<file path="src/conv_ctrl_pkg.sv">
// Package with register map, field positions, reset values and sequencer states of the converter control block.
package conv_ctrl_pkg;

  // ****************************************************************
  // Register byte offsets on the peripheral bus.
  // ****************************************************************
  localparam logic [7:0] OFS_CTL0      = 8'h00;
  localparam logic [7:0] OFS_CTL1      = 8'h04;
  localparam logic [7:0] OFS_RESULT    = 8'h08;
  localparam logic [7:0] OFS_IRQ_STAT  = 8'h0C;
  localparam logic [7:0] OFS_IRQ_MASK  = 8'h10;

  // ****************************************************************
  // Field positions of the first control register.
  // ****************************************************************
  localparam int CTL0_SOFT_START   = 0;
  localparam int CTL0_CONV_ENABLE  = 1;
  localparam int CTL0_DONE_FLAG    = 2;
  localparam int CTL0_IRQ_ENABLE   = 3;
  localparam int CTL0_POWER_ON     = 4;
  localparam int CTL0_REF_ON       = 5;
  localparam int CTL0_REF_LEVEL    = 6;
  localparam int CTL0_MULTI_SAMPLE = 7;

  // ****************************************************************
  // Field positions of the second control register.
  // ****************************************************************
  localparam int CTL1_BUSY     = 0;
  localparam int CTL1_SEQ_LO   = 1;
  localparam int CTL1_CSRC_LO  = 3;
  localparam int CTL1_DIV_LO   = 5;
  localparam int CTL1_INVERT   = 8;
  localparam int CTL1_FORMAT   = 9;
  localparam int CTL1_TRIG_LO  = 10;
  localparam int CTL1_CHAN_LO  = 12;

  // ****************************************************************
  // Reset values and codes.
  // ****************************************************************
  localparam logic [15:0] CTL0_RESET     = 16'h0000;
  localparam logic [15:0] CTL1_RESET     = 16'h0000;
  localparam logic [2:0]  IRQ_MASK_RESET = 3'h0;
  localparam logic [1:0]  TRIG_SOFT      = 2'h0;
  localparam logic [1:0]  SEQ_SINGLE     = 2'h0;
  localparam logic [1:0]  SEQ_ONE_PASS   = 2'h1;
  localparam logic [1:0]  SEQ_REP_SINGLE = 2'h2;
  localparam logic [1:0]  SEQ_REP_SEQ    = 2'h3;
  localparam logic [3:0]  CHAN_LAST      = 4'h0;
  localparam logic [9:0]  TWOS_FLIP      = 10'h200;

  // Sticky event bits of the interrupt status register.
  localparam int EV_RESULT  = 0;
  localparam int EV_SEQ_END = 1;
  localparam int EV_OVERRUN = 2;

  typedef enum logic [3:0]
  {
    ST_IDLE = 4'b0001,
    ST_CONV = 4'b0010,
    ST_NEXT = 4'b0100,
    ST_WAIT = 4'b1000
  } seq_state_t;

endpackage

</file>
<file path="src/conv_ctrl.sv">
// Control and status register logic with conversion sequencer for a 10-bit converter core.
//
// Behaviour
// - Multi-sample: later conversions start after previous finishes.
// - Done flag sets when result register loads.
// - Done flag clears on accept or zero write.
// - Under block transfer, flag sets at block end.
// - Enable plus start in one write starts conversion.
// - Soft start bit clears itself.
// - Second control register frozen while enable is one.
// - Channel field picks single conversion input.
// - Trigger field: software start or timer outputs.
// - Format bit: straight binary or two's complement.
// - Invert bit inverts selected timer trigger.
// - Divider field divides conversion clock by value+1.
// - Clock source field picks one of four clocks.
// - Sequence field selects one of four modes.
// - Busy reads one while the sequencer is not idle.
`timescale 1ns/1ns
module conv_ctrl
#(
  parameter int CHAN_W = 4,
  parameter int RES_W  = 10
)
(
  input  wire logic                         clock_i,
  input  wire logic                         srst_i,
  input  wire logic                         psel_i,
  input  wire logic                         penable_i,
  input  wire logic                         pwrite_i,
  input  wire logic [7:0]                   paddr_i,
  input  wire logic [31:0]                  pwdata_i,
  output logic      [31:0]                  prdata_o,
  output logic                              pready_o,
  output logic                              pslverr_o,
  input  wire logic [2:0]                   timer_trig_i,
  input  wire logic [3:0]                   clk_src_tick_i,
  input  wire logic                         conv_done_i,
  input  wire logic [RES_W-1:0]             conv_data_i,
  input  wire logic                         block_xfer_active_i,
  input  wire logic                         block_xfer_done_i,
  input  wire logic                         irq_accept_i,
  output logic                              start_conv_o,
  output logic      [CHAN_W-1:0]            channel_o,
  output logic                              conv_clk_en_o,
  output logic                              power_on_o,
  output logic                              ref_on_o,
  output logic                              ref_level_o,
  output logic                              busy_o,
  output logic                              conv_irq_o,
  output logic                              irq_o
);
  import conv_ctrl_pkg::*;

  // ****************************************************************
  // Declarations.
  // ****************************************************************
  logic [7:0]        ctl0_high_r;
  logic              multi_sample_conv_r;
  logic              ref_level_select_r;
  logic              ref_generator_on_r;
  logic              converter_power_on_r;
  logic              conv_irq_enable_r;
  logic              conv_done_flag_r;
  logic              conv_enable_r;
  logic              soft_start_conv_r;
  logic [CHAN_W-1:0] channel_select_r;
  logic [1:0]        trigger_source_select_r;
  logic              result_format_r;
  logic              trigger_invert_r;
  logic [2:0]        conv_clock_divider_r;
  logic [1:0]        conv_clock_source_r;
  logic [1:0]        sequence_mode_r;
  logic [15:0]       result_register_r;
  logic [2:0]        irq_stat_r;
  logic [2:0]        irq_mask_r;
  logic              trig_q_r;
  logic [2:0]        div_cnt_r;
  logic [CHAN_W-1:0] cur_chan_r;
  seq_state_t        state_r;
  seq_state_t        state_nxt;
  logic              trig_level;
  logic              trig_rise;
  logic              bus_access;
  logic              wr_fire;
  logic              rd_hit;
  logic [31:0]       rd_data;
  logic              wr_ctl0;
  logic              wr_ctl1;
  logic              result_load;
  logic              seq_end;
  logic              done_set;
  logic              start_now;
  logic              src_tick;
  logic [15:0]       ctl0_view;
  logic [15:0]       ctl1_view;

  // ****************************************************************
  // APB slave: one wait state, then pready with registered data.
  // ****************************************************************

  // The access phase is answered on its second cycle so read data comes from a flop.
  assign bus_access = psel_i & penable_i;
  assign wr_fire    = bus_access & pready_o & pwrite_i;
  assign wr_ctl0    = wr_fire & (paddr_i == OFS_CTL0);
  assign wr_ctl1    = wr_fire & (paddr_i == OFS_CTL1);

  // Register views as software sees them.
  assign ctl0_view = {ctl0_high_r, multi_sample_conv_r, ref_level_select_r, ref_generator_on_r,
                      converter_power_on_r, conv_irq_enable_r, conv_done_flag_r, conv_enable_r,
                      soft_start_conv_r};
  assign ctl1_view = {channel_select_r, trigger_source_select_r, result_format_r, trigger_invert_r,
                      conv_clock_divider_r, conv_clock_source_r, sequence_mode_r,
                      state_r != ST_IDLE};

  // Read multiplexer; unmapped addresses read zero and flag an error.
  always_comb
  begin
    rd_data = 32'h0000_0000;
    rd_hit  = 1'b1;
    case (paddr_i)
      OFS_CTL0:     rd_data = {16'h0000, ctl0_view};
      OFS_CTL1:     rd_data = {16'h0000, ctl1_view};
      OFS_RESULT:   rd_data = {16'h0000, result_register_r};
      OFS_IRQ_STAT: rd_data = {29'h0000_0000, irq_stat_r};
      OFS_IRQ_MASK: rd_data = {29'h0000_0000, irq_mask_r};
      default:      rd_hit  = 1'b0;
    endcase
  end

  // Bus answer flops.
  always_ff @(posedge clock_i)
  begin
    if (srst_i)
      {pready_o, prdata_o, pslverr_o} <= '0;
    else
    begin
      pready_o  <= bus_access & ~pready_o;
      prdata_o  <= (bus_access & ~pready_o & ~pwrite_i) ? rd_data : 32'h0000_0000;
      pslverr_o <= bus_access & ~pready_o & ~rd_hit;
    end
  end

  // ****************************************************************
  // First control register.
  // ****************************************************************

  // Plain read/write fields of the first control register.
  always_ff @(posedge clock_i)
  begin
    if (srst_i)
    begin
      {ctl0_high_r, multi_sample_conv_r, ref_level_select_r, ref_generator_on_r,
       converter_power_on_r, conv_irq_enable_r, conv_enable_r} <= {CTL0_RESET[15:3], CTL0_RESET[1]};
    end
    else if (wr_ctl0)
    begin
      ctl0_high_r          <= pwdata_i[15:8];
      multi_sample_conv_r  <= pwdata_i[CTL0_MULTI_SAMPLE];
      ref_level_select_r   <= pwdata_i[CTL0_REF_LEVEL];
      ref_generator_on_r   <= pwdata_i[CTL0_REF_ON];
      converter_power_on_r <= pwdata_i[CTL0_POWER_ON];
      conv_irq_enable_r    <= pwdata_i[CTL0_IRQ_ENABLE];
      conv_enable_r        <= pwdata_i[CTL0_CONV_ENABLE];
    end
  end

  // Software start lives one cycle only; it is seen together with the enable written beside it.
  always_ff @(posedge clock_i)
  begin
    if (srst_i)
      soft_start_conv_r <= CTL0_RESET[CTL0_SOFT_START];
    else
      soft_start_conv_r <= wr_ctl0 & pwdata_i[CTL0_SOFT_START];
  end

  // Done flag: a new result (or block end) wins over a clear in the same cycle.
  assign done_set = block_xfer_active_i ? block_xfer_done_i : result_load;

  always_ff @(posedge clock_i)
  begin
    if (srst_i)
      conv_done_flag_r <= CTL0_RESET[CTL0_DONE_FLAG];
    else if (done_set)
      conv_done_flag_r <= 1'b1;
    else if (irq_accept_i)
      conv_done_flag_r <= 1'b0;
    else if (wr_ctl0)
      conv_done_flag_r <= pwdata_i[CTL0_DONE_FLAG];
  end

  // ****************************************************************
  // Second control register.
  // ****************************************************************

  // Settings may only change while conversions are disabled; the gate is the enable bit, not busy, so a sequence still running after enable drops can see them move.
  always_ff @(posedge clock_i)
  begin
    if (srst_i)
      {channel_select_r, trigger_source_select_r, result_format_r, trigger_invert_r,
       conv_clock_divider_r, conv_clock_source_r, sequence_mode_r} <= CTL1_RESET[15:1];
    else if (wr_ctl1 && !conv_enable_r)
    begin
      channel_select_r        <= pwdata_i[CTL1_CHAN_LO +: CHAN_W];
      trigger_source_select_r <= pwdata_i[CTL1_TRIG_LO +: 2];
      result_format_r         <= pwdata_i[CTL1_FORMAT];
      trigger_invert_r        <= pwdata_i[CTL1_INVERT];
      conv_clock_divider_r    <= pwdata_i[CTL1_DIV_LO +: 3];
      conv_clock_source_r     <= pwdata_i[CTL1_CSRC_LO +: 2];
      sequence_mode_r         <= pwdata_i[CTL1_SEQ_LO +: 2];
    end
  end

  // ****************************************************************
  // Conversion clock: selected source tick divided by field plus one.
  // ****************************************************************

  assign src_tick = clk_src_tick_i[conv_clock_source_r];

  // The enable pulse goes out on every (divider+1)-th tick of the chosen source.
  always_ff @(posedge clock_i)
  begin
    if (srst_i)
      {div_cnt_r, conv_clk_en_o} <= '0;
    else
    begin
      conv_clk_en_o <= 1'b0;
      if (src_tick)
      begin
        if (div_cnt_r >= conv_clock_divider_r)
        begin
          div_cnt_r     <= 3'h0;
          conv_clk_en_o <= 1'b1;
        end
        else
          div_cnt_r <= div_cnt_r + 3'h1;
      end
    end
  end

  // ****************************************************************
  // Trigger selection and edge detection.
  // ****************************************************************

  // Code zero is the software start, the others the three timer outputs.
  assign trig_level = (trigger_source_select_r == TRIG_SOFT) ? soft_start_conv_r :
                      timer_trig_i[2'(trigger_source_select_r - 2'h1)] ^ trigger_invert_r;

  // The software start is already a pulse; inverting it would make a level that never ends.
  assign trig_rise = trig_level & ~trig_q_r;

  always_ff @(posedge clock_i)
  begin
    if (srst_i)
      trig_q_r <= 1'b0;
    else
      trig_q_r <= trig_level;
  end

  // ****************************************************************
  // Sequencer.
  // ****************************************************************

  assign result_load = (state_r == ST_CONV) & conv_done_i;
  assign start_now   = conv_enable_r & trig_rise;

  // End of a pass: single mode, last channel of a one-shot sequence, or enable dropped in a repeat mode.
  assign seq_end = (sequence_mode_r == SEQ_SINGLE) ||
                   ((sequence_mode_r == SEQ_ONE_PASS) ? (cur_chan_r == CHAN_LAST) : !conv_enable_r);

  // Next-state logic; a new conversion after the first is started by multi-sample or a new trigger edge.
  always_comb
  begin
    state_nxt = state_r;
    case (state_r)
      ST_IDLE:
        if (start_now)
          state_nxt = ST_CONV;
      ST_CONV:
        if (conv_done_i)
          state_nxt = seq_end ? ST_IDLE : ST_NEXT;
      ST_NEXT:
        state_nxt = multi_sample_conv_r ? ST_CONV : ST_WAIT;
      ST_WAIT:
        if (!conv_enable_r)
          state_nxt = ST_IDLE;
        else if (trig_rise)
          state_nxt = ST_CONV;
      default:
        state_nxt = ST_IDLE;
    endcase
  end

  always_ff @(posedge clock_i)
  begin
    if (srst_i)
      state_r <= ST_IDLE;
    else
      state_r <= state_nxt;
  end

  // Channel pointer: loads the field on a fresh start, steps down in sequence modes and wraps in repeat.
  always_ff @(posedge clock_i)
  begin
    if (srst_i)
      cur_chan_r <= CTL1_RESET[CTL1_CHAN_LO +: CHAN_W];
    else if (state_r == ST_IDLE)
      cur_chan_r <= channel_select_r;
    else if (result_load && sequence_mode_r[0])
    begin
      if (cur_chan_r == CHAN_LAST)
        cur_chan_r <= channel_select_r;
      else
        cur_chan_r <= cur_chan_r - 1'b1;
    end
  end

  // One start pulse per conversion, aligned with the channel it converts.
  always_ff @(posedge clock_i)
  begin
    if (srst_i)
      {start_conv_o, channel_o, busy_o} <= '0;
    else
    begin
      start_conv_o <= (state_nxt == ST_CONV) && (state_r != ST_CONV);
      channel_o    <= (state_r == ST_IDLE) ? channel_select_r : cur_chan_r;
      busy_o       <= state_nxt != ST_IDLE;
    end
  end

  // ****************************************************************
  // Result register.
  // ****************************************************************

  // Binary is right-justified; two's complement flips the top bit and left-justifies.
  always_ff @(posedge clock_i)
  begin
    if (srst_i)
      result_register_r <= 16'h0000;
    else if (result_load)
    begin
      if (result_format_r)
        result_register_r <= {conv_data_i ^ TWOS_FLIP, 6'h00};
      else
        result_register_r <= {6'h00, conv_data_i};
    end
  end

  // ****************************************************************
  // Interrupts.
  // ****************************************************************

  // Sticky events, cleared by writing one; a new event in the clearing cycle survives.
  always_ff @(posedge clock_i)
  begin
    if (srst_i)
      irq_stat_r <= 3'h0;
    else
    begin
      irq_stat_r[EV_RESULT]  <= result_load | (irq_stat_r[EV_RESULT] &
                                ~(wr_fire & (paddr_i == OFS_IRQ_STAT) & pwdata_i[EV_RESULT]));
      irq_stat_r[EV_SEQ_END] <= (result_load & seq_end) | (irq_stat_r[EV_SEQ_END] &
                                ~(wr_fire & (paddr_i == OFS_IRQ_STAT) & pwdata_i[EV_SEQ_END]));
      irq_stat_r[EV_OVERRUN] <= (trig_rise & (state_r == ST_CONV)) | (irq_stat_r[EV_OVERRUN] &
                                ~(wr_fire & (paddr_i == OFS_IRQ_STAT) & pwdata_i[EV_OVERRUN]));
    end
  end

  always_ff @(posedge clock_i)
  begin
    if (srst_i)
      irq_mask_r <= IRQ_MASK_RESET;
    else if (wr_fire && paddr_i == OFS_IRQ_MASK)
      irq_mask_r <= pwdata_i[2:0];
  end

  // Both requests are registered, so they trail their cause by one cycle.
  always_ff @(posedge clock_i)
  begin
    if (srst_i)
      {irq_o, conv_irq_o, power_on_o, ref_on_o, ref_level_o} <= '0;
    else
    begin
      irq_o       <= |(irq_stat_r & irq_mask_r);
      conv_irq_o  <= conv_done_flag_r & conv_irq_enable_r & ~irq_accept_i;
      power_on_o  <= converter_power_on_r;
      ref_on_o    <= ref_generator_on_r;
      ref_level_o <= ref_level_select_r;
    end
  end

endmodule

</file>
<file path="config.mk">
export PLATFORM = sky130hd
export DESIGN_NAME = conv_ctrl
export DESIGN_NICKNAME = d
export VERILOG_FILES = /design/src/conv_ctrl_pkg.sv /design/src/conv_ctrl.sv
export SDC_FILE = /design/constraint.sdc
export NUM_CORES = 1
export LEC_CHECK = 0
export BUFFER_PORTS_ARGS = -buffer_cell sky130_fd_sc_hd__buf_2
export CAP_MARGIN = 20
export CORE_MARGIN = 2
export CORE_UTILIZATION = 25
export CTS_CLUSTER_DIAMETER = 40
export DETAILED_ROUTE_END_ITERATION = 16
export GPL_ROUTABILITY_DRIVEN = 1
export GPL_TIMING_DRIVEN = 0
export PLACE_DENSITY_LB_ADDON = 0.2
export SYNTH_ARGS = -nofsm -noshare
export SYNTH_HDL_FRONTEND = slang
export SYNTH_SLANG_ARGS = --single-unit
</file>
<file path="constraint.sdc">
create_clock -name clock_i -period 2.93 [get_ports clock_i]
set_input_delay 0.293 -clock clock_i [delete_from_list [all_inputs] [get_ports clock_i]]
set_output_delay 0.293 -clock clock_i [all_outputs]
set_load 0.05 [all_outputs]
</file>
* After elaboration in Yosys (flattened, before gate mapping)
Index checks and enable logic that the tools add are counted.
** Storage, ports and cells
- Bits in registers :: 111
- Bits of input ports :: 66
- Output and inout port bits :: 46
- Logic and storage cells :: 135
** Cells by class
- $add $sub $neg :: 3
- Magnitude comparators :: 3
- Eq/ne operators :: 13
- Muxes and demuxes :: 26
- Bitwise operators :: 39
- Reductions and logical operators :: 16
** Operator list (count)
- $pmux 16 s5 :: 1
- $mux 4 :: 9
- $and 1x1->1 :: 23
- $eq 8x4->1 const B :: 2
- $mux 16 :: 1
- $pmux 4 s4 :: 1
- $not 1->1 :: 11
- $mux 1 :: 10
- $eq 4x2->1 const B :: 2
- $eq 8x3->1 const B :: 1
- $eq 8x5->1 const B :: 1
- $logic_not 8->1 :: 1
- $ne 4x1->1 const B :: 2
- $lt 2x3->1 const B :: 2
- $mux 3 :: 2
- $reduce_or 5->1 :: 1
- $bmux 1 s2 :: 2
- $eq 4x1->1 const B :: 1
- $eq 4x3->1 const B :: 1
- $eq 4x4->1 const B :: 1
- $logic_and 1x1->1 :: 4
- $logic_not 2->1 :: 2
- $logic_not 4->1 :: 1
- $ne 4x2->1 const B :: 1
- other kinds (14) :: 17

* Depth between registers and ports, before layout
- Word-level depth :: 11
- Gate-level depth with buffers :: 7
- Depth with buffers taken out :: 6

* Worst setup path before layout
OpenSTA, ideal clock, no wires.
- Path type :: register to register
- Start point :: register pready_o
- End point :: register conv_enable_r
- Setup time :: 0.128 ns
- Arrival time :: 1.978 ns
- Data required time :: 2.802 ns
- Path slack :: 0.824 ns
- Cell stages (with the launch flop) :: 7
- Path buffers :: 2
- Clock period less this slack :: 2.106 ns
- Path through :: dfxtp_1 -> nand4_1 -> or4_4 -> buf_6 -> buf_6 -> mux2i_1 -> nor2_1
** On the way
- Cells in the longest elaborated chain, start to end :: 3
** RTL lines
- start: declaration :: line conv_ctrl.sv:34 : output logic pready_o,
- start signal: assignment :: line conv_ctrl.sv:138 : pready_o <= bus_access & ~pready_o;
- $and 1x1->1 (2 in series) :: line conv_ctrl.sv:104 : assign wr_fire = bus_access & pready_o & pwrite_i;
- $and 1x1->1 :: line conv_ctrl.sv:105 : assign wr_ctl0 = wr_fire & (paddr_i == OFS_CTL0);
- end signal: assignment :: line conv_ctrl.sv:154 : converter_power_on_r, conv_irq_enable_r, conv_enable_r} <= {CTL0_RESET[15:3], CTL0_RESET[1]};
- end signal: assignment :: line conv_ctrl.sv:164 : conv_enable_r <= pwdata_i[CTL0_CONV_ENABLE];
- end: declaration :: line conv_ctrl.sv:65 : logic conv_enable_r;
No other way between the ends.
A chain may end at the register's enable or synchronous reset.

* Worst setup path in the final report
- Start point :: register trigger_source_select_r[0]
- End point :: register busy_o
** On the way
- Cells in the longest elaborated chain, start to end :: 10
- Elaborated cells between the ends (all ways) :: 13
- Classes of those cells :: 1 x add/sub; 1 x eq/ne; 7 x mux; 3 x bitwise; 1 x reduce/logical
** RTL lines
- start: declaration :: line conv_ctrl.sv:68 : logic [1:0] trigger_source_select_r;
- start signal: assignment :: line conv_ctrl.sv:205 : trigger_source_select_r <= pwdata_i[CTL1_TRIG_LO +: 2];
- $sub 2x1->2 :: line conv_ctrl.sv:247 : timer_trig_i[2'(trigger_source_select_r - 2'h1)] ^ trigger_invert_r;
- $bmux 1 s2 :: line conv_ctrl.sv:247
- $mux 1 (implied by the code) :: line conv_ctrl.sv:247
- $xor 1x1->1 :: line conv_ctrl.sv:247
- $mux 1 (*) :: line conv_ctrl.sv:246 : assign trig_level = (trigger_source_select_r == TRIG_SOFT) ? soft_start_conv_r :
- $and 1x1->1 (*) :: line conv_ctrl.sv:250 : assign trig_rise = trig_level & ~trig_q_r;
- $mux 4 or $and 1x1->1 (tied branches) :: line conv_ctrl.sv:287, conv_ctrl.sv:265
- $mux 4, on equally long branches :: line conv_ctrl.sv:285, conv_ctrl.sv:277
- $pmux 4 s4 (*) :: line conv_ctrl.sv:275 : case (state_r)
- $ne 4x1->1 (*) :: line conv_ctrl.sv:327 : busy_o <= state_nxt != ST_IDLE;
- end signal: assignment :: line conv_ctrl.sv:322 : {start_conv_o, channel_o, busy_o} <= '0;
- end signal: assignment :: line conv_ctrl.sv:327
- end: declaration :: line conv_ctrl.sv:49 : output logic busy_o,
Mark *: on every way between the ends. The rest lies on a longest branch, timed or not. The select of a mux whose other input is x is not followed.

==> results.py <==
metrics = {
    "synthesis": {
        "synth_fa_ha_area_frac": 0.01758,
        "synth-simple-area-share": 0.2005,
        "synth_compound_area_frac": 0.1190,
        "ys_top_cells_by_count": "dfxtp_1, nor2_1, mux2i_1",
        "syn_inst": 464,
        "synth.distinct_cells": 64,
        "synthXorXnorAreaFrac": 0.006155,
        "synth_top_area_cell": "dfxtp_1",
        "synth_top_family_by_area": "simple AND/OR/NAND/NOR gates",
        "ys.warnings.count": 0,
        "synth_top_area_frac": 0.4455,
        "async_reset_ff_frac": 0,
        "yosysSeqAreaShare": 0.4455,
        "synth_edf_count": 0,
        "syn_area_um2": 4269,
        "ys_ff_latch": 95,
        "synth_flop_cell": "dfxtp_1",
        "synth.area.top_cells": "dfxtp_1, mux2i_1, nor2_1, a21oi_1, buf_4",
        "synth_most_common_cell": "dfxtp_1",
        "synth.area.mux_share": 0.1392,
        "avgSynthCellArea_um2": 9.201,
    },
    "timing": {
        "worst_pin_slew_ns": 0.8552,
        "hold_violations": 0,
        "finalCritPeriodShare": 0.8274,
        "slew_headroom": 0.4299,
        "rsz0062_at_grt": "no",
        "setup_violations": 0,
        "slew_violations": 0,
        "setup_tns_ns": 0,
        "clock_skew_ns": 0.01276,
        "fin_crit_ns": 2.424,
        "fmax_mhz": 412.5,
    },
    "outcome": {
        "status": "finished, final reports clean",
    },
    "placed_design": {
        "gp_congestion": 0.9263,
        "place_hpwl_um": 9601,
        "io_buffers": 77,
    },
    "route": {
        "wirelength_um": 12810,
        "ant_nets": 0,
        "drt_iter0_drc": 290,
        "routed_via_density": 4.548,
        "vias": 3602,
        "drc": 0,
        "avgRoutedWirePerCell_um": 16.18,
        "drt-pass1-iter-count": 4,
    },
    "die": {
        "die-area_um2": 18140,
        "start_util": 0.2565,
        "coreArea_um2": 16640,
        "die_x_um": 134.7,
        "placementRows": 47,
        "io_pins": 112,
        "fp.dieH_um": 134.7,
    },
    "clock_network": {
        "cts_resized": 0,
        "cts.hold.buffers_added": 0,
        "cts_sinks": 95,
        "cts.path.max_buffers": 2,
        "path_clk_slew_ns": 0.07,
        "cts-root-buf": "clkbuf_16",
        "htreeDepth": 3,
        "cts_setup_buffers": 0,
        "cts_tree": "built",
        "insertion_delay_ns": 0.35,
        "cts_buffers": 9,
    },
    "worst_hold_path": {
        "hold_path_end": "conv_irq_o",
        "hold_depth": 2,
        "hold_start": "irq_accept_i",
        "hp-class": "primary input to register",
    },
    "layout": {
        "antennaDiodeCount": 0,
        "nFillCells": 1779,
        "multi_input_area_um2": 2120,
        "nets": 639,
        "areaGrowthSynthToFinish_pct": 23.15,
        "fin_util": 0.3159,
        "drive_above_1_share": 0.2150,
        "ff_latch_area_um2": 1902,
    },
    "grt": {
        "track_usage": 0.1436,
        "antenna_found_initial": 0,
        "grt_pass1_wl_um": 19790,
        "gr-total-overflow": 0,
        "grt_max_degree": 17,
        "grt_pass1_vias": 3588,
    },
    "critical_path": {
        "startpoint_type": "register",
        "cp.required_ns": 3.23,
        "arrival_ns": 2.72,
        "max_stage_delay_ns": 0.65,
        "path_buf_inv": 1,
        "crit_slowest_cell": "a2111oi_0",
        "rr_worst_depth": 6,
        "path_delay_family": "compound AO/OA/AOI/OAI gates",
        "rrSetupSlack_ns": 0.51,
        "path_cells": "inv_1 -> ha_1 -> mux2_2 -> a2111oi_0 -> o31a_1 -> o2111a_1",
        "crit_type": "register to register",
        "timing.rr.end": "busy_o",
        "timing.rr.start": "trigger_source_select_r[0]",
        "worstSetupEndpointType": "register",
        "worstPathMaxFanout": 6,
    },
    "power": {
        "p_per_area_nw_per_um2": 495.6,
        "p_leak_nw": 2.114,
        "vdd_drop_max_mv": 0.3198,
    },
    "flow_run": {
        "maxCapViolations": 0,
    },
}
-- cell families after synthesis --
| group | count (synthesis) |
|---|---|
| AO/OA/AOI/OAI | 76 |
| other | 1 |
| AND/OR/NAND/NOR | 168 |
| buffers and inverters | 57 |
| flip-flops | 95 |
| adder cells (fa/ha/maj) | 6 |
| XOR/XNOR | 3 |
| multiplexers | 58 |
-- worst max path at each step --
stage                               startpoint                   to  slack [ns]  cells past startpoint
finish              trigger_source_select_r[0]               busy_o        0.51                      6
CTS                 trigger_source_select_r[0]               busy_o        0.44                      6
global placement                    paddr_i[7]     trigger_invert_r        0.45                      7
detailed placement                  paddr_i[7]  channel_select_r[1]        0.41                      7
floorplan                             pready_o        conv_enable_r        0.82                      6
global route        trigger_source_select_r[0]               busy_o        0.30                      6
-- worst register-to-register path: stages (launching register included) --
cell	delay (ns)
dfxtp_1	0.42
inv_1	0.07
ha_1	0.30
mux2_2	0.34
a2111oi_0	0.65
o31a_1	0.34
o2111a_1	0.24
-- through the flow --
step	area, µm²	worst slack, ns	instances	hold slack [ns]	total power [mW]
floorplan	4325	0.8241	479	0.3696	1.450
global placement	4986	0.4544	776	0.4469	1.525
detailed placement	4986	0.4114	776	0.4478	1.526
CTS	5258	0.4440	792	0.1391	2.639
global route	5258	0.2963	792	0.1614	2.705
finish	5258	0.5056	792	0.1450	2.605
-- layout make-up --
cell class | count | share of cell area
Multi-Input combinational cell | 327 | 0.4031
Sequential cell | 95 | 0.3617
Timing Repair Buffer | 77 | 0.07330
Tap cell | 220 | 0.05236
Buffer | 44 | 0.04855
Clock buffer | 10 | 0.04355
Inverter | 13 | 0.009281
Clock inverter | 6 | 0.008091
-- metal layers --
| metal | wire length, µm | track usage | part of all wire | up-vias |
|---|---|---|---|---|
| met5 | 0 | 0 | 0 | - |
| met4 | 245 | 0.05673 | 0.019 | 0 |
| met3 | 774 | 0.02365 | 0.060 | 14 |
| met2 | 6001 | 0.2355 | 0.47 | 105 |
| met1 | 5791 | 0.1886 | 0.45 | 1683 |
| li1 | - | - | - | 1800 |
-- power breakdown --
part | internal (mW) | switching (mW) | leakage, nW | total [mW]
clock | 0.579 | 0.530 | 0.129 | 1.11
combinational | 0.0634 | 0.136 | 1.22 | 0.200
sequential | 1.29 | 0.00283 | 0.766 | 1.30
total | 1.94 | 0.669 | 2.11 | 2.61
-- registers in the layout (all words and copies together), names as in the netlist, 2 cells and up --
register,flops
channel_o,4
channel_select_r,4
conv_clock_divider_r,3
conv_clock_source_r,2
ctl0_high_r,8
cur_chan_r,4
div_cnt_r,3
irq_mask_r,3
irq_stat_r,3
prdata_o,16
result_register_r,16
sequence_mode_r,2
state_r,4
trigger_source_select_r,2
-- cells in the final DEF, fill, tap and decap left out, types with 3 or more instances in the layout --
master     netlist  layout
nand3b_1         8       8
buf_1            4       4
ha_1             6       6
conb_1           1      16
nand2_1         31      31
nor2b_1          9       9
dfxtp_1         95      95
buf_2            0      77
o22a_1           3       3
a21oi_1         34      34
buf_4           16      16
or3_1            4       4
nor2_1          74      74
a211oi_1         7       7
and3_1           3       3
nand3_1          8       8
clkbuf_16        0       9
o21ai_0          5       5
mux2i_1         56      56
clkbuf_1        20      21
nand2b_1         3       3
buf_6            4       4
nor3_1           6       6
a2bb2oi_1        4       4
inv_1           13      13
Note: power is estimated with default switching activity, not from simulation.
